File: config.mk
export PLATFORM = sky130hd
export DESIGN_NAME = clock_divider_output_select
export DESIGN_NICKNAME = d
export VERILOG_FILES = /design/src/hw/clkdiv_pkg.sv /design/src/hw/div_if.sv /design/src/hw/clock_divider_output_select.sv /design/src/hw/div_core.sv
export SDC_FILE = /design/constraint.sdc
export NUM_CORES = 1
export LEC_CHECK = 0
export BUFFER_PORTS_ARGS = -buffer_cell sky130_fd_sc_hd__buf_2
export CAP_MARGIN = 40
export CORE_UTILIZATION = 37
export DETAILED_ROUTE_END_ITERATION = 7
export GPL_ROUTABILITY_DRIVEN = 0
export PLACE_DENSITY = 0.72
export SLEW_MARGIN = 20
export SYNTH_ARGS = -nofsm -noshare
export SYNTH_HDL_FRONTEND = slang
export SYNTH_SLANG_ARGS = --single-unit
File: constraint.sdc
create_clock -name pclk -period 1.8 [get_ports pclk]
set_clock_uncertainty 0.1 [all_clocks]
set_input_delay 0.09 -clock pclk [delete_from_list [all_inputs] [get_ports pclk]]
set_output_delay 0.09 -clock pclk [all_outputs]
set_load 0.05 [all_outputs]
File: src/hw/clkdiv_pkg.sv
// ======================================================================
// shared constants for the reference divider and output selector
package clkdiv_pkg;

   // ===================================================================
   // timing
   localparam int unsigned PCLK_PERIOD_NS = 25;   // 40 mhz bus clock
   localparam int unsigned REF_PERIOD_NS  = 100;  // 10 mhz reference
   // pclk cycles in one reference period (pulse width)
   localparam int unsigned PULSE_CYCLES   = REF_PERIOD_NS / PCLK_PERIOD_NS;

   // ===================================================================
   // divisor range
   localparam int unsigned DIV_W          = 14;
   localparam logic [13:0] DIV_MIN        = 14'h0003;
   localparam logic [13:0] DIV_MAX        = 14'h3fff;

   // ===================================================================
   // switch bank field positions (switch k sits at bit k-1)
   localparam int unsigned SEL_MSB_POS    = 0;   // high bank switch 1
   localparam int unsigned SEL_LSB_POS    = 1;   // high bank switch 2
   localparam int unsigned DIV_HI_LSB     = 2;   // high bank switches 3-8
   localparam int unsigned TRIG_A_EN_POS  = 0;   // trigger bank switch 1
   localparam int unsigned TRIG_B_EN_POS  = 1;   // trigger bank switch 2
   localparam int unsigned FP_Z_POS       = 0;   // panel bank switch 1
   localparam int unsigned FP_EN_POS      = 1;   // panel bank switch 2

   // ===================================================================
   // source select codes
   localparam logic [1:0] SEL_SQUARE      = 2'h0;  // square_wave_mode
   localparam logic [1:0] SEL_HALVE       = 2'h1;  // halve_mode
   localparam logic [1:0] SEL_DIRECT      = 2'h2;  // undivided reference
   localparam logic [1:0] SEL_PULSE       = 2'h3;  // pulse_divide_mode

   // switch level meaning: on reads 0, off reads 1
   localparam logic       SW_ON           = 1'b0;

   // ===================================================================
   // apb register map (byte addresses, read only)
   localparam logic [7:0]  ADDR_CONFIG    = 8'h00;
   localparam logic [7:0]  ADDR_STATE     = 8'h04;
   localparam logic [7:0]  ADDR_BANKS     = 8'h08;
   localparam logic [31:0] RESET_RDATA    = 32'h0000_0000;

endpackage

File: src/hw/div_if.sv
`timescale 1ns/1ps
// ======================================================================
// carrier between the selector top and the divider core
interface div_if;
   import clkdiv_pkg::*;
   logic             ref_tick;   // one pclk at each reference rise
   logic [13:0]      divisor;    // effective divisor, already clamped
   logic             pulse;      // pulse_divide_mode pulse, one ref period
   logic             half;       // reference divided by two
   logic             square;     // square wave at ref/(2n)

   modport core (input ref_tick, input divisor,
                 output pulse, output half, output square);
   modport top  (output ref_tick, output divisor,
                 input pulse, input half, input square);
endinterface

File: src/hw/clock_divider_output_select.sv
`timescale 1ns/1ps
// How it works
// RQ1 - reference feeds both the output selector and the divider
// RQ2 - divider divides the reference by n, n from 3 to 16383
// RQ3 - pulse_divide_mode output is one 100 ns pulse per n reference cycles
// RQ4 - square path halves the pulse train for 50 percent duty
// RQ5 - selector picks reference, ref/n, ref/2 or square wave
// RQ6 - n is a 14-bit value from switches, on reads 0, off reads 1
// RQ7 - select 00 square, 01 halve, 10 direct, 11 pulse
// RQ8 - first trigger carries the clock when its enable reads 0
// RQ9 - second trigger carries the clock when its enable reads 0
// RQ10 - front panel drives the clock when its enable reads 0
// RQ11 - impedance select 0 low impedance, 1 fifty ohm
// RQ12 - the three output enables act independently
// RQ13 - unused switches must be held off by the configuring party
// RQ14 - for a square wave of total division d, set n to d/2
// RQ15 - no software control, bus only reads back state
// RQ16 - square stage toggles once per pulse, n cycles per phase
// RQ17 - divisors below 3 are unsupported, clamped to 3 here
module clock_divider_output_select
   import clkdiv_pkg::*;
(
   input  wire logic        pclk,
   input  wire logic        presetn,
   // reference oscillator, sampled on pclk
   input  wire logic        ref_clk,
   // static switch banks
   input  wire logic [7:0]  divisor_low_switch_bank,
   input  wire logic [7:0]  divisor_high_and_select_bank,
   input  wire logic [3:0]  trigger_enable_bank,
   input  wire logic [3:0]  front_panel_config_bank,
   // outputs
   output logic             trigger_out_first,
   output logic             trigger_out_first_oe_n,
   output logic             trigger_out_second,
   output logic             trigger_out_second_oe_n,
   output logic             front_panel_out,
   output logic             front_panel_oe_n,
   output logic             front_panel_z50,
   // apb slave, read back only
   input  wire logic        psel,
   input  wire logic        penable,
   input  wire logic        pwrite,
   input  wire logic [7:0]  paddr,
   input  wire logic [31:0] pwdata,
   output logic [31:0]      prdata,
   output logic             pready,
   output logic             pslverr
);

   // ===================================================================
   // declarations
   div_if dv ();

   logic        ref_q_reg;
   logic        ref_q2_reg;
   logic        sel_clk_reg;
   logic        sel_clk_next;
   logic        trig_a_reg;
   logic        trig_b_reg;
   logic        fp_reg;
   logic        trig_a_oe_n_reg;
   logic        trig_b_oe_n_reg;
   logic        fp_oe_n_reg;
   logic        fp_z_reg;
   logic [31:0] prdata_reg;
   logic [31:0] rdata_next;
   logic [13:0] raw_divisor;
   logic [1:0]  src_sel;
   logic        trig_a_on;
   logic        trig_b_on;
   logic        fp_on;
   logic        setup_phase;
   logic        access_phase;
   logic        addr_hit;

   // ===================================================================
   // functions

   // below-range divisors run as the minimum divisor
   function automatic logic [13:0] clamp_divisor(input logic [13:0] n);
      clamp_divisor = (n < DIV_MIN) ? DIV_MIN : n;
   endfunction

   // a switch enables its output when it sits on
   function automatic logic switch_on(input logic level);
      switch_on = (level == SW_ON);
   endfunction

   // ===================================================================
   // switch decoding
   // RQ6 - off reads 1
   assign raw_divisor = {divisor_high_and_select_bank[7:DIV_HI_LSB],
                         divisor_low_switch_bank};
   // RQ7 - switch 1 is msb
   assign src_sel     = {divisor_high_and_select_bank[SEL_MSB_POS],
                         divisor_high_and_select_bank[SEL_LSB_POS]};
   // RQ17 - clamp low divisors
   assign dv.divisor  = clamp_divisor(raw_divisor);
   // RQ12 - independent enables
   assign trig_a_on   = switch_on(trigger_enable_bank[TRIG_A_EN_POS]);
   assign trig_b_on   = switch_on(trigger_enable_bank[TRIG_B_EN_POS]);
   assign fp_on       = switch_on(front_panel_config_bank[FP_EN_POS]);

   // ===================================================================
   // reference sampling and tick
   always_ff @(posedge pclk or negedge presetn) begin
      if (!presetn) begin
         ref_q_reg  <= 1'b0;
         ref_q2_reg <= 1'b0;
      end else begin
         ref_q_reg  <= ref_clk;
         ref_q2_reg <= ref_q_reg;
      end
   end

   // RQ1 - reference to divider
   assign dv.ref_tick = ref_q_reg & ~ref_q2_reg;

   // ===================================================================
   // divider core
   div_core u_div_core (
      .pclk    (pclk),
      .presetn (presetn),
      .dv      (dv)
   );

   // ===================================================================
   // source multiplexer
   // RQ5 - four way select
   always_comb begin
      unique case (src_sel)
         SEL_SQUARE: sel_clk_next = dv.square;
         SEL_HALVE:  sel_clk_next = dv.half;
         // RQ1 - reference to selector
         SEL_DIRECT: sel_clk_next = ref_q_reg;
         SEL_PULSE:  sel_clk_next = dv.pulse;
      endcase
   end

   // ===================================================================
   // output buffer stage
   always_ff @(posedge pclk or negedge presetn) begin
      if (!presetn) begin
         sel_clk_reg     <= 1'b0;
         trig_a_reg      <= 1'b0;
         trig_b_reg      <= 1'b0;
         fp_reg          <= 1'b0;
         trig_a_oe_n_reg <= 1'b1;
         trig_b_oe_n_reg <= 1'b1;
         fp_oe_n_reg     <= 1'b1;
         fp_z_reg        <= 1'b1;
      end else begin
         sel_clk_reg     <= sel_clk_next;
         // RQ8 - first trigger gate
         trig_a_reg      <= sel_clk_next & trig_a_on;
         trig_a_oe_n_reg <= ~trig_a_on;
         // RQ9 - second trigger gate
         trig_b_reg      <= sel_clk_next & trig_b_on;
         trig_b_oe_n_reg <= ~trig_b_on;
         // RQ10 - panel gate
         fp_reg          <= sel_clk_next & fp_on;
         fp_oe_n_reg     <= ~fp_on;
         // RQ11 - impedance select
         fp_z_reg        <= front_panel_config_bank[FP_Z_POS];
      end
   end

   assign trigger_out_first       = trig_a_reg;
   assign trigger_out_first_oe_n  = trig_a_oe_n_reg;
   assign trigger_out_second      = trig_b_reg;
   assign trigger_out_second_oe_n = trig_b_oe_n_reg;
   assign front_panel_out         = fp_reg;
   assign front_panel_oe_n        = fp_oe_n_reg;
   assign front_panel_z50         = fp_z_reg;

   // ===================================================================
   // apb read back, writes have no effect
   assign setup_phase  = psel & ~penable;
   assign access_phase = psel & penable;
   assign addr_hit     = (paddr == ADDR_CONFIG) | (paddr == ADDR_STATE)
                       | (paddr == ADDR_BANKS);

   // read data selection
   always_comb begin
      rdata_next = RESET_RDATA;
      unique case (paddr)
         ADDR_CONFIG: rdata_next = {14'h0000, src_sel, 2'h0, dv.divisor};
         ADDR_STATE:  rdata_next = {24'h00_0000, fp_z_reg, fp_oe_n_reg,
                                    trig_b_oe_n_reg, trig_a_oe_n_reg,
                                    sel_clk_reg, dv.square, dv.half,
                                    dv.pulse};
         ADDR_BANKS:  rdata_next = {8'h00, front_panel_config_bank,
                                    trigger_enable_bank,
                                    divisor_high_and_select_bank,
                                    divisor_low_switch_bank};
         default:     rdata_next = RESET_RDATA;
      endcase
   end

   // capture read data in the setup cycle
   // RQ15 - read only access
   always_ff @(posedge pclk or negedge presetn) begin
      if (!presetn) begin
         prdata_reg <= RESET_RDATA;
      end else if (setup_phase && !pwrite) begin
         prdata_reg <= rdata_next;
      end
   end

   assign prdata  = prdata_reg;
   assign pready  = 1'b1;                      // zero wait states
   assign pslverr = access_phase & (~addr_hit | pwrite);

endmodule

File: src/hw/div_core.sv
`timescale 1ns/1ps
// ======================================================================
// pulse_divide_mode counter, pulse former, halve and square stages
module div_core
   import clkdiv_pkg::*;
(
   input wire logic pclk,
   input wire logic presetn,
   div_if.core      dv
);

   logic [13:0] count_reg;
   logic [13:0] count_next;
   logic        pulse_reg;
   logic        half_reg;
   logic        square_reg;
   logic        wrap;

   // ===================================================================
   // counter wraps every n reference ticks
   // RQ2 - pulse_divide_mode
   assign wrap       = (count_reg >= dv.divisor - 14'h0001);
   assign count_next = wrap ? 14'h0000 : count_reg + 14'h0001;

   // counter and output stages advance on reference ticks only
   always_ff @(posedge pclk or negedge presetn) begin
      if (!presetn) begin
         count_reg  <= 14'h0000;
         pulse_reg  <= 1'b0;
         half_reg   <= 1'b0;
         square_reg <= 1'b0;
      end else if (dv.ref_tick) begin
         count_reg  <= count_next;
         // RQ3 - one ref period pulse
         pulse_reg  <= wrap;
         // RQ4 - halve stage toggles
         half_reg   <= ~half_reg;
         // RQ16 - toggle per pulse
         if (wrap) begin
            square_reg <= ~square_reg;
         end
      end
   end

   assign dv.pulse  = pulse_reg;
   assign dv.half   = half_reg;
   assign dv.square = square_reg;

endmodule

Word-level counts from Yosys, hierarchy flattened. Cells that the tools add are included.

Muxes and demuxes: 4. Eq/ne operators: 5. Order comparisons: 2. Reduce and logical (&&, ||, !) cells: 5. Bitwise operators: 18. Add/sub/neg operators: 2.

Operators by type and width (number): one-hot mux 24 bit (3 select lines) (1); two-way mux 14 bit (2); adder 14 x 1 -> 14 bit (second input constant) (1); greater-or-equal comparator 14 bit (1); < comparator 14 x 2 -> 1 bit (second input constant) (1); subtractor 14 x 1 -> 14 bit (second input constant) (1); == test 8 x 3 -> 1 bit (second input constant) (1); == test 8 x 4 -> 1 bit (second input constant) (1); logical NOT 8 bit (1); NOT 1 bit (8); AND 1 bit (7); == test 2 bit (second input constant) (2); one-hot mux 1 bit (4 select lines) (1); OR 1 bit (3); == test 2 x 1 -> 1 bit (second input constant) (1); logical NOT 2 bit (1); AND reduction 2 bit (1); logical AND 1 bit (1); logical NOT 1 bit (1).

Output and inout port bits: 41. Register bits: 59. Input port bits: 70. Logic and storage cells: 51.

Logic depth before layout (Yosys ltp). Gate-level depths: netlist of the first run.

Depth in word-level cells: 6. Depth in mapped cells: 17. Mapped depth without buffers: 16.

Cells and area by module. A second synthesis of the first run with hierarchy kept.

Cell total of the unflattened synthesis: 294. Area total of the unflattened synthesis: 2952.8 um^2.

Modules (own cells, without submodules): clock_divider_output_select (area an instance 1644.1 um^2, instances 1, cells an instance 153, seq. area each 855.8 um^2); div_core (area an instance 1308.8 um^2, instances 1, cells an instance 141, seq. area each 425.4 um^2).

Worst setup path after synthesis of the first run. Ideal clock, no wire load.

Kind: input-to-reg. Start point: in divisor_high_and_select_bank[2]. End point: reg u_div_core.count_reg[12]. Arrival: 3167 ps. Stages on the path: 17. Data required time: 1579 ps. Slack: -1588 ps. Library setup time: 121 ps. Path buffers: 1. Cells stage by stage: or4_4 -> or3_4 -> nor2b_1 -> and2_1 -> nor2_1 -> ha_1 -> nand2_1 -> nor4_1 -> xnor2_1 -> ha_1 -> nand2_1 -> o21a_1 -> o221ai_1 -> a21o_1 -> clkbuf_1 -> o21ai_0 -> a22o_1.

Word-level cells in the longest chain between the ends: 5.

Ends and longest elaborated chain: start: declaration (line clock_divider_output_select.sv:29) `input wire logic [7:0] divisor_high_and_select_bank,`; < comparator 14 x 2 -> 1 bit (line clock_divider_output_select.sv:82) `clamp_divisor = (n < DIV_MIN) ? DIV_MIN : n;`; two-way mux 14 bit (*) (line clock_divider_output_select.sv:82); subtractor 14 x 1 -> 14 bit (*) (line div_core.sv:22) `assign wrap = (count_reg >= dv.divisor - 14'h0001);`; greater-or-equal comparator 14 bit (*) (line div_core.sv:22); two-way mux 14 bit (*) (line div_core.sv:23) `assign count_next = wrap ? 14'h0000 : count_reg + 14'h0001;`; end signal: assignment (line div_core.sv:33) `count_reg <= count_next;`; end: declaration (line div_core.sv:12) `logic [13:0] count_reg;`.

Every way passes the cells marked *; elsewhere a longest branch is shown, timed or not. A chain may end at the register's enable or synchronous reset.

Worst setup path after layout of the first run.
Start point: in divisor_high_and_select_bank[2]. End point: reg u_div_core.count_reg[0].

Same word-level chain as after synthesis.

==> report_table.html, run 1 <==
<table>
<tr><th>Metric</th><th>Value</th></tr>
<tr><th colspan="2">Status</th></tr>
<tr><td>Run status</td><td>complete, but fails checks</td></tr>
<tr><td>Violated checks</td><td>negative setup slack</td></tr>
<tr><th colspan="2">Synthesis</th></tr>
<tr><td>Mapped Avg Cell Area</td><td>just under 10 µm²</td></tr>
<tr><td>Number of enable flip-flop cells after synthesis</td><td>0</td></tr>
<tr><td>Most numerous cell in the Yosys netlist</td><td>dfrtp_1</td></tr>
<tr><td>Synthesized area</td><td>2840 µm²</td></tr>
<tr><td>Commonest cells in the netlist</td><td>dfrtp_1, nand2_1, a21oi_1</td></tr>
<tr><td>Sequential element share of the synthesized area</td><td>between 40% and 50%</td></tr>
<tr><td>Yosys warns</td><td>0</td></tr>
<tr><td>Share of synthesized registers carrying an async set or reset</td><td>between 90% and 100%</td></tr>
<tr><td>Dominant cell type by area after synthesis</td><td>dfrtp_1</td></tr>
<tr><td>Top cells by area, synth</td><td>dfrtp_1, ha_1, a22o_1</td></tr>
<tr><td>Post-synthesis register bit count</td><td>51</td></tr>
<tr><td>Count of unique library cells instantiated by Yosys</td><td>39</td></tr>
<tr><td>Top flip-flop cell by instance count after synthesis</td><td>dfrtp_1</td></tr>
<tr><td>Top-area cell type share of the netlist area</td><td>41.5%</td></tr>
<tr><td>Number of instances in the synthesized netlist</td><td>between 200 and 300</td></tr>
<tr><th colspan="2">Floorplan</th></tr>
<tr><td>DIE AREA</td><td>~8000 µm²</td></tr>
<tr><td>Die extent in x</td><td>between 80 and 90 µm</td></tr>
<tr><td>Floorplan core area</td><td>~7300 µm²</td></tr>
<tr><td>Rows</td><td>31</td></tr>
<tr><td>Starting density of the core</td><td>38.7%</td></tr>
<tr><td>IO Count</td><td>111</td></tr>
<tr><td>Overall die height</td><td>89.5 µm</td></tr>
<tr><th colspan="2">Final layout</th></tr>
<tr><td>Final standard cell count with taps included and fillers excluded</td><td>~530</td></tr>
<tr><td>Filler cell count</td><td>roughly 640</td></tr>
<tr><td>Total area of sequential cells</td><td>approximately 1300 µm²</td></tr>
<tr><td>Number of flip-flops in the largest register</td><td>24</td></tr>
<tr><td>Antenna cells</td><td>0</td></tr>
<tr><td>Layout cells sized above 1</td><td>~41%</td></tr>
<tr><td>Combined area of the multi-input logic cells</td><td>roughly 1600 µm²</td></tr>
<tr><td>Synth-to-layout area growth</td><td>43.0%</td></tr>
<tr><td>NumNets Final</td><td>about 500</td></tr>
<tr><th colspan="2">Power</th></tr>
<tr><td>Total power per unit cell area</td><td>763 nW/µm²</td></tr>
<tr><td>Maximum resistive drop on vdd</td><td>around 0.3 mV</td></tr>
<tr><td>Static Leakage</td><td>around 2 nW</td></tr>
<tr><th colspan="2">GRT</th></tr>
<tr><td>Total global routing track utilization</td><td>around 20%</td></tr>
<tr><td>Global-route wire length before repair</td><td>12200 µm</td></tr>
<tr><td>Antenna violations before repair</td><td>0</td></tr>
<tr><td>Final global-route overflow total</td><td>0</td></tr>
<tr><td>Number of global-route vias before repair</td><td>~2500</td></tr>
<tr><td>Largest net degree at the start of global routing</td><td>34</td></tr>
<tr><th colspan="2">STA</th></tr>
<tr><td>Tightest slew margin relative to the limit</td><td>about three fifths</td></tr>
<tr><td>Setup tns final</td><td>-20250 ps</td></tr>
<tr><td>Worst-Margin Slew</td><td>around 600 ps</td></tr>
<tr><td>Count of final max-slew check failures</td><td>0</td></tr>
<tr><td>Smallest setup slack after layout</td><td>-1350 ps</td></tr>
<tr><td>Unrepaired setup endpoints after global routing</td><td>true</td></tr>
<tr><td>Final hold violation count</td><td>0</td></tr>
<tr><td>Post-layout min period</td><td>~3100 ps</td></tr>
<tr><td>Highest clock rate</td><td>roughly 0.32 GHz</td></tr>
<tr><td>Final period utilization</td><td>175%</td></tr>
<tr><td>Final setup fails</td><td>16</td></tr>
<tr><th colspan="2">CTS</th></tr>
<tr><td>Level count of the clock H-tree</td><td>2</td></tr>
<tr><td>Post-CTS clock slew at the launch and capture registers of the worst setup and hold paths</td><td>roughly 110 ps</td></tr>
<tr><td>Clock tree from TritonCTS</td><td>yes</td></tr>
<tr><td>Number of clock sinks</td><td>just over 50</td></tr>
<tr><td>Max Buffers Root-to-Sink</td><td>2</td></tr>
<tr><td>Source-to-sink clock delay at the later pin of the worst-skew pair</td><td>slightly above 300 ps</td></tr>
<tr><td>Clock root buffer</td><td>clkbuf_8</td></tr>
<tr><td>Number of buffers inserted during clock tree synthesis</td><td>5</td></tr>
<tr><th colspan="2">Detailed routing</th></tr>
<tr><td>Vias per Instance</td><td>between 5 and 6</td></tr>
<tr><td>Total number of vias</td><td>between 2000 and 3000</td></tr>
<tr><td>Final ANT Viol Nets</td><td>0</td></tr>
<tr><td>Violation count after the first detailed-routing iteration</td><td>around 100</td></tr>
<tr><td>Aggregate routed wire length</td><td>7960 µm</td></tr>
<tr><td>DRC violations left</td><td>0</td></tr>
<tr><td>1st-pass router iterations</td><td>4</td></tr>
<tr><td>Routed wire per std cell</td><td>between 15 and 20 µm</td></tr>
<tr><th colspan="2">Setup path</th></tr>
<tr><td>Startpoint types</td><td>input port</td></tr>
<tr><td>Maximum fanout encountered on the critical timing path</td><td>5</td></tr>
<tr><td>Critical path data arrival time</td><td>approximately 3300 ps</td></tr>
<tr><td>Start-to-end type of the worst setup path</td><td>in2reg</td></tr>
<tr><td>Req. time, crit path</td><td>between 1500 and 2000 ps</td></tr>
<tr><td>Type of element capturing the critical path</td><td>flop</td></tr>
<tr><th colspan="2">Placement</th></tr>
<tr><td>PortBufs</td><td>just under 70</td></tr>
<tr><td>Number of cells after detailed placement</td><td>~500</td></tr>
<tr><td>Estimated wirelength of the detail-placed design</td><td>approximately 5800 µm</td></tr>
<tr><th colspan="2">Hold path</th></tr>
<tr><td>Kind of path behind the tightest hold check</td><td>in2reg</td></tr>
<tr><th colspan="2">Flow run</th></tr>
<tr><td>Number of max-cap violations</td><td>0</td></tr>
</table>
stage by stage:
stage	setup slack, ps	area [µm²]	power [mW]	hold WS [ps]	utilization (%)
floorplan	-1410	2890	1.89	-306	-
global placement	-1640	3620	2.26	33.5	49.4
detailed placement	-1720	3620	2.30	31.4	49.4
CTS	-1290	3980	3.08	35.9	54.3
global route	-1430	4050	3.26	48.3	55.3
finish	-1350	4050	3.09	40.8	55.3
cell usage in the layout, fill, tap and decap left out, types with 2 or more instances in the layout:
cell	netlist	layout
clkinv_4	0	2
nor3_2	0	2
or4_4	2	2
xnor2_1	8	7
o21ai_1	1	4
nor2_1	17	12
dfstp_2	4	4
nor2b_1	18	16
nor2_2	1	4
mux2i_1	9	9
a21oi_2	0	4
clkbuf_8	0	5
nand2b_1	2	2
a21o_1	4	4
nor3_1	13	10
o21ai_2	0	3
nand2_1	32	30
nand4_1	4	4
buf_6	0	7
buf_2	0	68
o21ai_0	17	11
a21oi_1	20	16
buf_4	9	53
nor2_4	0	2
conb_1	2	9
dlygate4sd3_1	0	10
dfrtp_1	47	47
or3_1	3	3
nand3_1	4	4
ha_1	16	15
and2_4	0	2
nor4_4	0	2
xor2_1	6	6
a22o_1	15	15
inv_1	3	3
o31ai_1	6	6
and3_1	4	4
where the power goes:
part,switching [mW],total (mW),internal [mW]
Clock,0.420,0.709,0.289
Combinational,0.558,1.03,0.468
Sequential,0.0911,1.36,1.27
worst paths after layout:
path | from | to | slack, ps | cells after the start
worst max-delay path | divisor_high_and_select_bank[2] | u_div_core.count_reg[0] | -1350 | 14
worst min-delay path | divisor_high_and_select_bank[0] | prdata[17] | 40 | 3
worst max register to register | u_div_core.count_reg[0] | u_div_core.dv.square | -230 | 9
worst min register to register | ref_q_reg | ref_q2_reg | 380 | 0
max in group asynchronous | presetn | prdata[14] | 690 | 3
min in group asynchronous | presetn | prdata[5] | 220 | 2
logic make-up after synthesis:
| group | after synthesis | share of synthesized area [%] |
|---|---|---|
| compound gates | 69 | 15.8 |
| simple gates | 107 | 19.1 |
| xor+xnor | 14 | 4.32 |
| other cells | 2 | 0.265 |
| buf+inv | 21 | 3.97 |
| flops | 51 | 45.2 |
| mux | 11 | 4.37 |
| fa+ha+maj | 16 | 7.06 |
final cells by class:
class	instances	area share (%)
Clock inverter	3	0.710
Sequential cell	51	31.6
Multi-Input combinational cell	226	40.0
Tap cell	99	3.06
Timing Repair Buffer	138	22.6
Clock buffer	5	1.70
Inverter	3	0.278
critical path, stage by stage:
cell	delay (ps)
buf_6	90
or4_4	530
or3_4	370
buf_6	130
or4_4	520
nor3_4	140
a21oi_2	50
ha_1	310
nand4_1	170
nor3_2	190
a21o_1	210
nor2_2	70
buf_6	130
mux2_4	250
per-layer routing:
layer | GRT usage, % | part of all wire (%) | wire [µm] | vias to the layer above
met5 | 0 | 0 | 0 | -
met4 | 7.07 | 2.3 | 186 | 0
met3 | 3.60 | 4.4 | 348 | 17
met2 | 35.3 | 49 | 3880 | 96
met1 | 25.3 | 44 | 3540 | 1306
li1 | - | - | - | 1294
timing repair:
action | in CTS | in global routing
endpoints found under the setup margin | 16 | 18
buffers inserted | 8 | 2
hold buffers | 10 | 0
pin swaps | 15 | 9
endpoints found under the hold margin | 34 | 0
gates resized for setup | 27 | 16
No activity file was read; power rests on OpenSTA's default activity.
==> run 2: changes to the inputs <==
- PLACE_DENSITY: 0.72 -> 0.71
- SYNTH_HIERARCHICAL: not set -> 1
==> run 2 against run 1 <==
  * The run still ends with negative setup slack left
  * Die area up 4.1%
  * Largest cell class unchanged
  * First-iteration DRC count is 22% higher
  * Final cell count is 1.9% lower
  * Synthesized cell count rose by 1.0%
==> report_table.html, run 2 <==
<table>
<tr><th>Metric</th><th>Value</th></tr>
<tr><th colspan="2">Status</th></tr>
<tr><td>Run status</td><td>complete, but fails checks</td></tr>
<tr><td>Violated checks</td><td>negative setup slack</td></tr>
<tr><th colspan="2">GRT</th></tr>
<tr><td>GR Util met1</td><td>between 20% and 30%</td></tr>
<tr><td>GR Util met2</td><td>35.0%</td></tr>
<tr><td>Total global routing track utilization</td><td>about a fifth</td></tr>
<tr><td>Antenna violations before repair</td><td>0</td></tr>
<tr><td>Final global-route overflow total</td><td>0</td></tr>
<tr><td>Most heavily used metal layer in global routing</td><td>met2</td></tr>
<tr><td>Global-route wire length before repair</td><td>around 13000 µm</td></tr>
<tr><td>Met3 GRT Util</td><td>under 10%</td></tr>
<tr><td>Number of global-route vias before repair</td><td>2665</td></tr>
<tr><td>Largest net degree at the start of global routing</td><td>30</td></tr>
<tr><th colspan="2">Final layout</th></tr>
<tr><td>Synth-to-layout area growth</td><td>40.2%</td></tr>
<tr><td>NumNets Final</td><td>around 500</td></tr>
<tr><td>Number of flip-flops in the largest register</td><td>24</td></tr>
<tr><td>Commonest cells after routing, fill and taps aside</td><td>buf_2, buf_4, dfrtp_1</td></tr>
<tr><td>Core Util, Final</td><td>53.6%</td></tr>
<tr><td>Antenna cells</td><td>0</td></tr>
<tr><td>Commonest non-fill, non-tap cell in the layout</td><td>buf_2</td></tr>
<tr><td>Total area of sequential cells</td><td>roughly 1300 µm²</td></tr>
<tr><td>Filler cell count</td><td>654</td></tr>
<tr><td>Layout cells sized above 1</td><td>43.1%</td></tr>
<tr><td>Final standard cell count with taps included and fillers excluded</td><td>slightly above 500</td></tr>
<tr><td>Combined area of the multi-input logic cells</td><td>~1700 µm²</td></tr>
<tr><th colspan="2">CTS</th></tr>
<tr><td>Level count of the clock H-tree</td><td>2</td></tr>
<tr><td>Clock root buffer</td><td>clkbuf_8</td></tr>
<tr><td>Number of clock sinks</td><td>51</td></tr>
<tr><td>Clock tree from TritonCTS</td><td>yes</td></tr>
<tr><td>Number of buffers inserted during clock tree synthesis</td><td>5</td></tr>
<tr><td>Post-CTS clock slew at the launch and capture registers of the worst setup and hold paths</td><td>roughly 90 ps</td></tr>
<tr><td>Source-to-sink clock delay at the later pin of the worst-skew pair</td><td>about 300 ps</td></tr>
<tr><td>Max Buffers Root-to-Sink</td><td>2</td></tr>
<tr><th colspan="2">Synthesis</th></tr>
<tr><td>Synthesized area</td><td>slightly below 3000 µm²</td></tr>
<tr><td>Sequential element share of the synthesized area</td><td>43.4%</td></tr>
<tr><td>Number of instances in the synthesized netlist</td><td>about 290</td></tr>
<tr><td>Dominant cell type by area after synthesis</td><td>dfrtp_1</td></tr>
<tr><td>Yosys warns</td><td>6</td></tr>
<tr><td>Number of enable flip-flop cells after synthesis</td><td>0</td></tr>
<tr><td>Count of unique library cells instantiated by Yosys</td><td>53</td></tr>
<tr><td>Share of synthesized registers carrying an async set or reset</td><td>between 90% and 100%</td></tr>
<tr><td>Mapped Avg Cell Area</td><td>roughly 10 µm²</td></tr>
<tr><td>Top flip-flop cell by instance count after synthesis</td><td>dfrtp_1</td></tr>
<tr><td>Post-synthesis register bit count</td><td>between 50 and 60</td></tr>
<tr><td>Most numerous cell in the Yosys netlist</td><td>dfrtp_1</td></tr>
<tr><td>Commonest cells in the netlist</td><td>dfrtp_1, nand2_1, nor2_1</td></tr>
<tr><td>Top cells by area, synth</td><td>dfrtp_1, ha_1, xor2_1</td></tr>
<tr><td>Top-area cell type share of the netlist area</td><td>39.8%</td></tr>
<tr><th colspan="2">Detailed routing</th></tr>
<tr><td>Aggregate routed wire length</td><td>7540 µm</td></tr>
<tr><td>Violation count after the first detailed-routing iteration</td><td>126</td></tr>
<tr><td>DRC violations left</td><td>0</td></tr>
<tr><td>Routed wire per std cell</td><td>~15 µm</td></tr>
<tr><td>Final ANT Viol Nets</td><td>0</td></tr>
<tr><td>1st-pass router iterations</td><td>4</td></tr>
<tr><td>Vias per Instance</td><td>~5.0</td></tr>
<tr><td>Total number of vias</td><td>between 2000 and 3000</td></tr>
<tr><th colspan="2">Setup path</th></tr>
<tr><td>Maximum fanout encountered on the critical timing path</td><td>3</td></tr>
<tr><td>Cell chain of the critical path</td><td>buf_6 &gt; nor4_4 &gt; and3_4 &gt; nor2_4 &gt; inv_2 &gt; inv_2 &gt; ha_4 &gt; buf_4 &gt; buf_4 &gt; buf_4 &gt; xnor2_2 &gt; ha_1 &gt; nand4_1 &gt; o21ai_0 &gt; a21oi_2 &gt; a21boi_2 &gt; buf_4 &gt; xor2_1</td></tr>
<tr><td>Crit-path max cell delay</td><td>about 290 ps</td></tr>
<tr><td>Start-to-end type of the worst setup path</td><td>in2reg</td></tr>
<tr><td>Type of element capturing the critical path</td><td>flop</td></tr>
<tr><td>Slowest library cell on the worst path</td><td>nor4_4</td></tr>
<tr><td>Setup slack, reg-to-reg</td><td>-90 ps</td></tr>
<tr><td>Critical path data arrival time</td><td>~2800 ps</td></tr>
<tr><td>Startpoint types</td><td>input port</td></tr>
<tr><td>Req. time, crit path</td><td>approximately 1900 ps</td></tr>
<tr><td>Most frequent cell on the critical path</td><td>buf_4</td></tr>
<tr><th colspan="2">STA</th></tr>
<tr><td>Unrepaired setup endpoints after global routing</td><td>true</td></tr>
<tr><td>Count of final max-slew check failures</td><td>0</td></tr>
<tr><td>Final period utilization</td><td>150%</td></tr>
<tr><td>Hold Slack</td><td>between 20 and 25 ps</td></tr>
<tr><td>Post-layout min period</td><td>~2700 ps</td></tr>
<tr><td>Final hold violation count</td><td>0</td></tr>
<tr><td>Final setup fails</td><td>16</td></tr>
<tr><td>Highest clock rate</td><td>between 0.3 and 0.4 GHz</td></tr>
<tr><td>Smallest setup slack after layout</td><td>-899 ps</td></tr>
<tr><th colspan="2">Power</th></tr>
<tr><td>Maximum resistive drop on vdd</td><td>0.335 mV</td></tr>
<tr><td>Total power per unit cell area</td><td>approximately 840 nW/µm²</td></tr>
<tr><td>Total Power</td><td>~3.5 mW</td></tr>
<tr><td>Static Leakage</td><td>1.98 nW</td></tr>
<tr><th colspan="2">Floorplan</th></tr>
<tr><td>Overall die height</td><td>between 90 and 100 µm</td></tr>
<tr><td>DIE AREA</td><td>approximately 8300 µm²</td></tr>
<tr><td>Starting density of the core</td><td>a little under two fifths</td></tr>
<tr><td>Floorplan core area</td><td>between 7000 and 8000 µm²</td></tr>
<tr><td>Die extent in x</td><td>~90 µm</td></tr>
<tr><td>IO Count</td><td>between 100 and 150</td></tr>
<tr><td>Rows</td><td>32</td></tr>
<tr><th colspan="2">Placement</th></tr>
<tr><td>Number of cells after detailed placement</td><td>a little under 500</td></tr>
<tr><td>PortBufs</td><td>roughly 70</td></tr>
<tr><td>Setup slack after placement</td><td>-1250 ps</td></tr>
<tr><td>Estimated wirelength of the detail-placed design</td><td>5610 µm</td></tr>
<tr><th colspan="2">Flow run</th></tr>
<tr><td>Number of max-cap violations</td><td>0</td></tr>
<tr><th colspan="2">Hold path</th></tr>
<tr><td>Kind of path behind the tightest hold check</td><td>in2reg</td></tr>
</table>
## run 2: cell types whose count changed after synthesis, sizes merged, moves of 4 or more
cell and delta:
xor2 +8, o31ai -5, clkbuf +6, nor3 -9
inv +5, nand2 -4, nor2 +6, a22o -7
a21oi -6, buf +6, nor2b -5
## run 2: path summary, 6_finish.rpt
kind / from / end / cells after the start
max: divisor_low_switch_bank[7] / u_div_core/dv.square / 18
min: divisor_high_and_select_bank[7] / prdata[15] / 3
min in group asynchronous: presetn / prdata[12] / 3
min reg2reg: prdata[9] / prdata[9] / 2
max reg2reg: u_div_core/count_reg[5] / u_div_core/dv.square / 7
max in group asynchronous: presetn / front_panel_oe_n / 3
## run 2: per-layer routing
metal  up-vias  part of all wire, %
met3        12                  3.7
met1      1281                   42
met5         -                    0
met2        79                   52
li1       1225                    -
met4         0                  2.3
## run 2: critical path: cells and delay by family
kind / cells / cell delay (ps)
compound gates: 3 / 580
xor+xnor: 2 / 260
fa+ha+maj: 2 / 430
buf+inv: 7 / 750
simple gates: 4 / 720
## run 2: repair_timing
action / CTS / global route
endpoints found under the setup margin: 16 / 16
hold buffers: 11 / 0
cloned: 1 / 0
gates resized for setup: 42 / 4
hold endpoints to repair: 66 / 0
pin swaps: 9 / 2
setup buffers: 5 / 2
## run 2: area by class of cell
| class | count | area share [%] |
|---|---|---|
| clock buffers | 6 | 1.75 |
| clock inverters | 2 | 0.302 |
| inverters | 8 | 0.726 |
| multi-input cells | 212 | 40.1 |
| flip-flops and latches | 51 | 31.0 |
| well taps | 102 | 3.08 |
| repair buffers | 134 | 23.1 |
## run 2: cell families after synthesis
kind of cell	count (synthesis)	share of synthesized area, %
simple gates	99	18.6
fa+ha+maj	16	6.78
xor+xnor	25	7.42
compound gates	53	13.3
flops	51	43.4
other cells	2	0.254
mux	10	3.81
buf+inv	38	6.40
## run 2: power by group
part	internal, mW	switching, mW
combinational	0.626	0.721
sequential	1.34	0.145
clock	0.272	0.366
total	2.23	1.23
## run 2: stage by stage
step / TNS, ps / instance area, µm²
after global placement: -18480 / 3680
final: -13580 / 4140
after CTS: -12470 / 4110
after floorplan: -16200 / 3020
after global routing: -15590 / 4140
after detailed placement: -19580 / 3680
==> run 3: changes to the inputs <==
- ABC_AREA: not set -> 1
- PLACE_DENSITY: 0.71 -> 0.7
==> run 3 against run 2 <==
  * The run still ends with negative setup slack left
  * Critical path depth rose by 5
  * First-iteration DRC count is 25% lower
  * Register-to-register slack better by 120 ps
  * Non-clock buffer count is 12 lower
  * Hold slack gained 15 ps
  * Clock-buffer cell count unchanged
  * Flip-flop and latch count unchanged
  * Sequential power fell by 5%
  * Final cell count is 31% higher
  * Worst setup slack improved by 350 ps
  * Synthesized cell count grew 57%
  * Via count rose by 24%
  * Critical path type unchanged
  * Largest power group unchanged
  * Highest routed layer unchanged
==> report_table.html, run 3 <==
<table>
<tr><th>Metric</th><th>Value</th></tr>
<tr><th colspan="2">STA</th></tr>
<tr><td>Final setup fails</td><td>16</td></tr>
<tr><td>Final hold violation count</td><td>0</td></tr>
<tr><td>Worst-Margin Slew</td><td>669 ps</td></tr>
<tr><td>Smallest setup slack after layout</td><td>-546 ps</td></tr>
<tr><td>Final period utilization</td><td>130%</td></tr>
<tr><td>Unrepaired setup endpoints after global routing</td><td>true</td></tr>
<tr><td>Tightest slew margin relative to the limit</td><td>a little under three fifths</td></tr>
<tr><td>Post-layout min period</td><td>2350 ps</td></tr>
<tr><td>Setup tns final</td><td>-8400 ps</td></tr>
<tr><td>Highest clock rate</td><td>roughly 0.43 GHz</td></tr>
<tr><td>Count of final max-slew check failures</td><td>0</td></tr>
<tr><th colspan="2">Setup path</th></tr>
<tr><td>Most frequent cell on the critical path</td><td>nand2_2</td></tr>
<tr><td>Reg-to-reg startpoint</td><td>u_div_core/count_reg[10]</td></tr>
<tr><td>Critical path data arrival time</td><td>2490 ps</td></tr>
<tr><td>Maximum fanout encountered on the critical timing path</td><td>6</td></tr>
<tr><td>Slowest library cell on the worst path</td><td>ha_1</td></tr>
<tr><td>Req. time, crit path</td><td>between 1500 and 2000 ps</td></tr>
<tr><td>Start point of the critical path</td><td>divisor_low_switch_bank[4]</td></tr>
<tr><td>Crit-path max cell delay</td><td>about 300 ps</td></tr>
<tr><td>CP Buf/Inv Count</td><td>4</td></tr>
<tr><td>Type of element capturing the critical path</td><td>flop</td></tr>
<tr><td>Start-to-end type of the worst setup path</td><td>in2reg</td></tr>
<tr><td>Cell chain of the critical path</td><td>buf_6 &gt; nor2_2 &gt; nand2_2 &gt; nor2_2 &gt; nand2_2 &gt; nand2_2 &gt; inv_2 &gt; ha_4 &gt; nand3_4 &gt; nor3_4 &gt; nand2_1 &gt; xnor2_1 &gt; inv_1 &gt; ha_1 &gt; nand2_2 &gt; nor2_4 &gt; nand2_1 &gt; nand2_1 &gt; nor2_2 &gt; nand3_2 &gt; nand2_4 &gt; inv_6 &gt; nor2_1</td></tr>
<tr><td>Startpoint types</td><td>input port</td></tr>
<tr><td>CP delay by family, top</td><td>simple AND/OR/NAND/NOR gates</td></tr>
<tr><th colspan="2">Placement</th></tr>
<tr><td>PortBufs</td><td>a little under 70</td></tr>
<tr><td>Placed standard-cell area</td><td>4010 µm²</td></tr>
<tr><td>Number of cells after detailed placement</td><td>652</td></tr>
<tr><td>Estimated wirelength of the detail-placed design</td><td>approximately 6500 µm</td></tr>
<tr><th colspan="2">Final layout</th></tr>
<tr><td>Commonest non-fill, non-tap cell in the layout</td><td>nand2_1</td></tr>
<tr><td>Synth-to-layout area growth</td><td>32.7%</td></tr>
<tr><td>Total area of sequential cells</td><td>roughly 1300 µm²</td></tr>
<tr><td>NumNets Final</td><td>roughly 650</td></tr>
<tr><td>Core Util, Final</td><td>~51%</td></tr>
<tr><td>Cell area after layout</td><td>around 4500 µm²</td></tr>
<tr><td>Antenna cells</td><td>0</td></tr>
<tr><td>Number of flip-flops in the largest register</td><td>24</td></tr>
<tr><td>Layout cells sized above 1</td><td>about a third</td></tr>
<tr><td>Combined area of the multi-input logic cells</td><td>1850 µm²</td></tr>
<tr><td>Commonest cells after routing, fill and taps aside</td><td>nand2_1, buf_2, inv_1, dfrtp_1, buf_4</td></tr>
<tr><td>Filler cell count</td><td>between 800 and 900</td></tr>
<tr><td>Final standard cell count with taps included and fillers excluded</td><td>between 600 and 700</td></tr>
<tr><th colspan="2">CTS</th></tr>
<tr><td>Level count of the clock H-tree</td><td>2</td></tr>
<tr><td>Max Buffers Root-to-Sink</td><td>2</td></tr>
<tr><td>Clock root buffer</td><td>clkbuf_8</td></tr>
<tr><td>Number of clock sinks</td><td>51</td></tr>
<tr><td>Post-CTS clock slew at the launch and capture registers of the worst setup and hold paths</td><td>roughly 100 ps</td></tr>
<tr><td>Source-to-sink clock delay at the later pin of the worst-skew pair</td><td>between 300 and 400 ps</td></tr>
<tr><td>Number of buffers inserted during clock tree synthesis</td><td>5</td></tr>
<tr><td>Clock tree from TritonCTS</td><td>yes</td></tr>
<tr><th colspan="2">Floorplan</th></tr>
<tr><td>Rows</td><td>34</td></tr>
<tr><td>Starting density of the core</td><td>roughly two fifths</td></tr>
<tr><td>IO Count</td><td>roughly 110</td></tr>
<tr><td>Overall die height</td><td>about 97 µm</td></tr>
<tr><td>Floorplan core area</td><td>between 8000 and 9000 µm²</td></tr>
<tr><td>Die extent in x</td><td>~97 µm</td></tr>
<tr><td>DIE AREA</td><td>about 9500 µm²</td></tr>
<tr><th colspan="2">Detailed routing</th></tr>
<tr><td>Total number of vias</td><td>3226</td></tr>
<tr><td>Aggregate routed wire length</td><td>8990 µm</td></tr>
<tr><td>Final ANT Viol Nets</td><td>0</td></tr>
<tr><td>Routed wire per std cell</td><td>between 10 and 15 µm</td></tr>
<tr><td>1st-pass router iterations</td><td>4</td></tr>
<tr><td>DRC violations left</td><td>0</td></tr>
<tr><td>Violation count after the first detailed-routing iteration</td><td>94</td></tr>
<tr><td>Vias per Instance</td><td>~4.8</td></tr>
<tr><th colspan="2">Synthesis</th></tr>
<tr><td>Number of enable flip-flop cells after synthesis</td><td>0</td></tr>
<tr><td>Dominant cell type by area after synthesis</td><td>dfrtp_1</td></tr>
<tr><td>Top flip-flop cell by instance count after synthesis</td><td>dfrtp_1</td></tr>
<tr><td>Number of instances in the synthesized netlist</td><td>roughly 460</td></tr>
<tr><td>Top-area cell type share of the netlist area</td><td>35.0%</td></tr>
<tr><td>Commonest cells in the netlist</td><td>nand2_1, inv_1, dfrtp_1</td></tr>
<tr><td>Synthesized area</td><td>approximately 3400 µm²</td></tr>
<tr><td>Most numerous cell in the Yosys netlist</td><td>nand2_1</td></tr>
<tr><td>Post-synthesis register bit count</td><td>51</td></tr>
<tr><td>Share of synthesized registers carrying an async set or reset</td><td>between 90% and 100%</td></tr>
<tr><td>Top cells by area, synth</td><td>dfrtp_1, nand2_1, ha_1</td></tr>
<tr><td>Sequential element share of the synthesized area</td><td>between 30% and 40%</td></tr>
<tr><td>Yosys warns</td><td>6</td></tr>
<tr><td>Count of unique library cells instantiated by Yosys</td><td>32</td></tr>
<tr><td>Mapped Avg Cell Area</td><td>about 7.3 µm²</td></tr>
<tr><th colspan="2">Status</th></tr>
<tr><td>Violated checks</td><td>negative setup slack</td></tr>
<tr><td>Run status</td><td>complete, but fails checks</td></tr>
<tr><th colspan="2">Power</th></tr>
<tr><td>Net Switching</td><td>roughly 1.1 mW</td></tr>
<tr><td>Static Leakage</td><td>~2.5 nW</td></tr>
<tr><td>Net Sw Frac</td><td>between 30% and 40%</td></tr>
<tr><td>Fraction of power consumed by the clock network</td><td>between 20% and 30%</td></tr>
<tr><td>Register share of total power</td><td>around 44%</td></tr>
<tr><td>Total Power</td><td>3.23 mW</td></tr>
<tr><td>Cell internal power dissipation</td><td>roughly 2.1 mW</td></tr>
<tr><td>Maximum resistive drop on vdd</td><td>approximately 0.36 mV</td></tr>
<tr><td>Total power per unit cell area</td><td>roughly 720 nW/µm²</td></tr>
<tr><td>Share of power burned in combinational logic</td><td>29.6%</td></tr>
<tr><th colspan="2">GRT</th></tr>
<tr><td>Antenna violations before repair</td><td>0</td></tr>
<tr><td>Largest net degree at the start of global routing</td><td>52</td></tr>
<tr><td>Final global-route overflow total</td><td>0</td></tr>
<tr><td>Global-route wire length before repair</td><td>15100 µm</td></tr>
<tr><td>Total global routing track utilization</td><td>about a fifth</td></tr>
<tr><td>Number of global-route vias before repair</td><td>around 3200</td></tr>
<tr><th colspan="2">Flow run</th></tr>
<tr><td>Number of max-cap violations</td><td>0</td></tr>
<tr><th colspan="2">Hold path</th></tr>
<tr><td>Hold_sp</td><td>divisor_high_and_select_bank[1]</td></tr>
<tr><td>Kind of path behind the tightest hold check</td><td>in2reg</td></tr>
</table>
run 3: worst reg2reg max path, cell delays in order, from the launching register on:
cell     delay, ps
dfrtp_1        440
ha_1           310
nand2_1        110
nor2_4          50
nand2_1         50
nand2_1         70
nor2_2         130
nand3_2        130
nand2_4        160
inv_6           70
nor2_1         100
run 3: layout make-up:
class,count,area share (%)
multi-input cells,331,41.4
flip-flops and latches,51,28.7
repair buffers,122,19.0
inverters,56,4.94
well taps,108,3.03
clock buffers,6,1.85
clock inverters,2,0.869
repair inverters,1,0.196
run 3: logic make-up (layout without fill, tap and decap cells):
| group | count (synthesis) | count (layout) | synth area share, % |
|---|---|---|---|
| flops | 51 | 51 | 38.1 |
| fa+ha+maj | 16 | 16 | 5.95 |
| compound gates | 22 | 22 | 3.39 |
| other cells | 2 | 9 | 0.223 |
| xor+xnor | 20 | 20 | 5.21 |
| buf+inv | 87 | 187 | 11.6 |
| simple gates | 264 | 264 | 35.5 |
run 3: metal layers:
layer / vias to the layer above / GRT usage (%) / routed length, µm
met3: 16 / 3.45 / 401
li1: 1610 / - / -
met2: 83 / 33.8 / 4480
met4: 0 / 7.13 / 210
met5: - / 0 / 0
met1: 1517 / 24.6 / 3900
run 3: worst paths after layout:
check	to	slack, ps	depth (start not counted)
min in group asynchronous	prdata[23]	330	3
setup / recovery	u_div_core/count_reg[9]	-550	23
hold / removal	prdata[16]	40	5
hold reg to reg	ref_q2_reg	290	0
setup reg to reg	u_div_core/count_reg[9]	30	10
max in group asynchronous	u_div_core/count_reg[9]	820	3
run 3: repair_timing:
action,4_1_cts,5_1_grt
endpoints found under the hold margin,64,0
endpoints found under the setup margin,16,16
hold buffers,14,0
setup buffers,1,1
resized for setup,22,28
gates cloned,1,0
pin swaps,8,21
run 3: power by group through the flow:
stage               clock [mW]  sequential (mW)  combinational, mW
floorplan                    0             1.46              0.510
global placement             0             1.42              0.820
finish                   0.867             1.41              0.955
global route             0.925             1.43               1.06
CTS                      0.886             1.41              0.911
detailed placement           0             1.43              0.850
run 3: per-stage QoR:
step	setup slack, ps	hold WS (ps)
after floorplan	-538	-306
after global placement	-888	107
after detailed placement	-959	109
after CTS	-412	33.6
after global routing	-692	76.4
final	-546	35.5
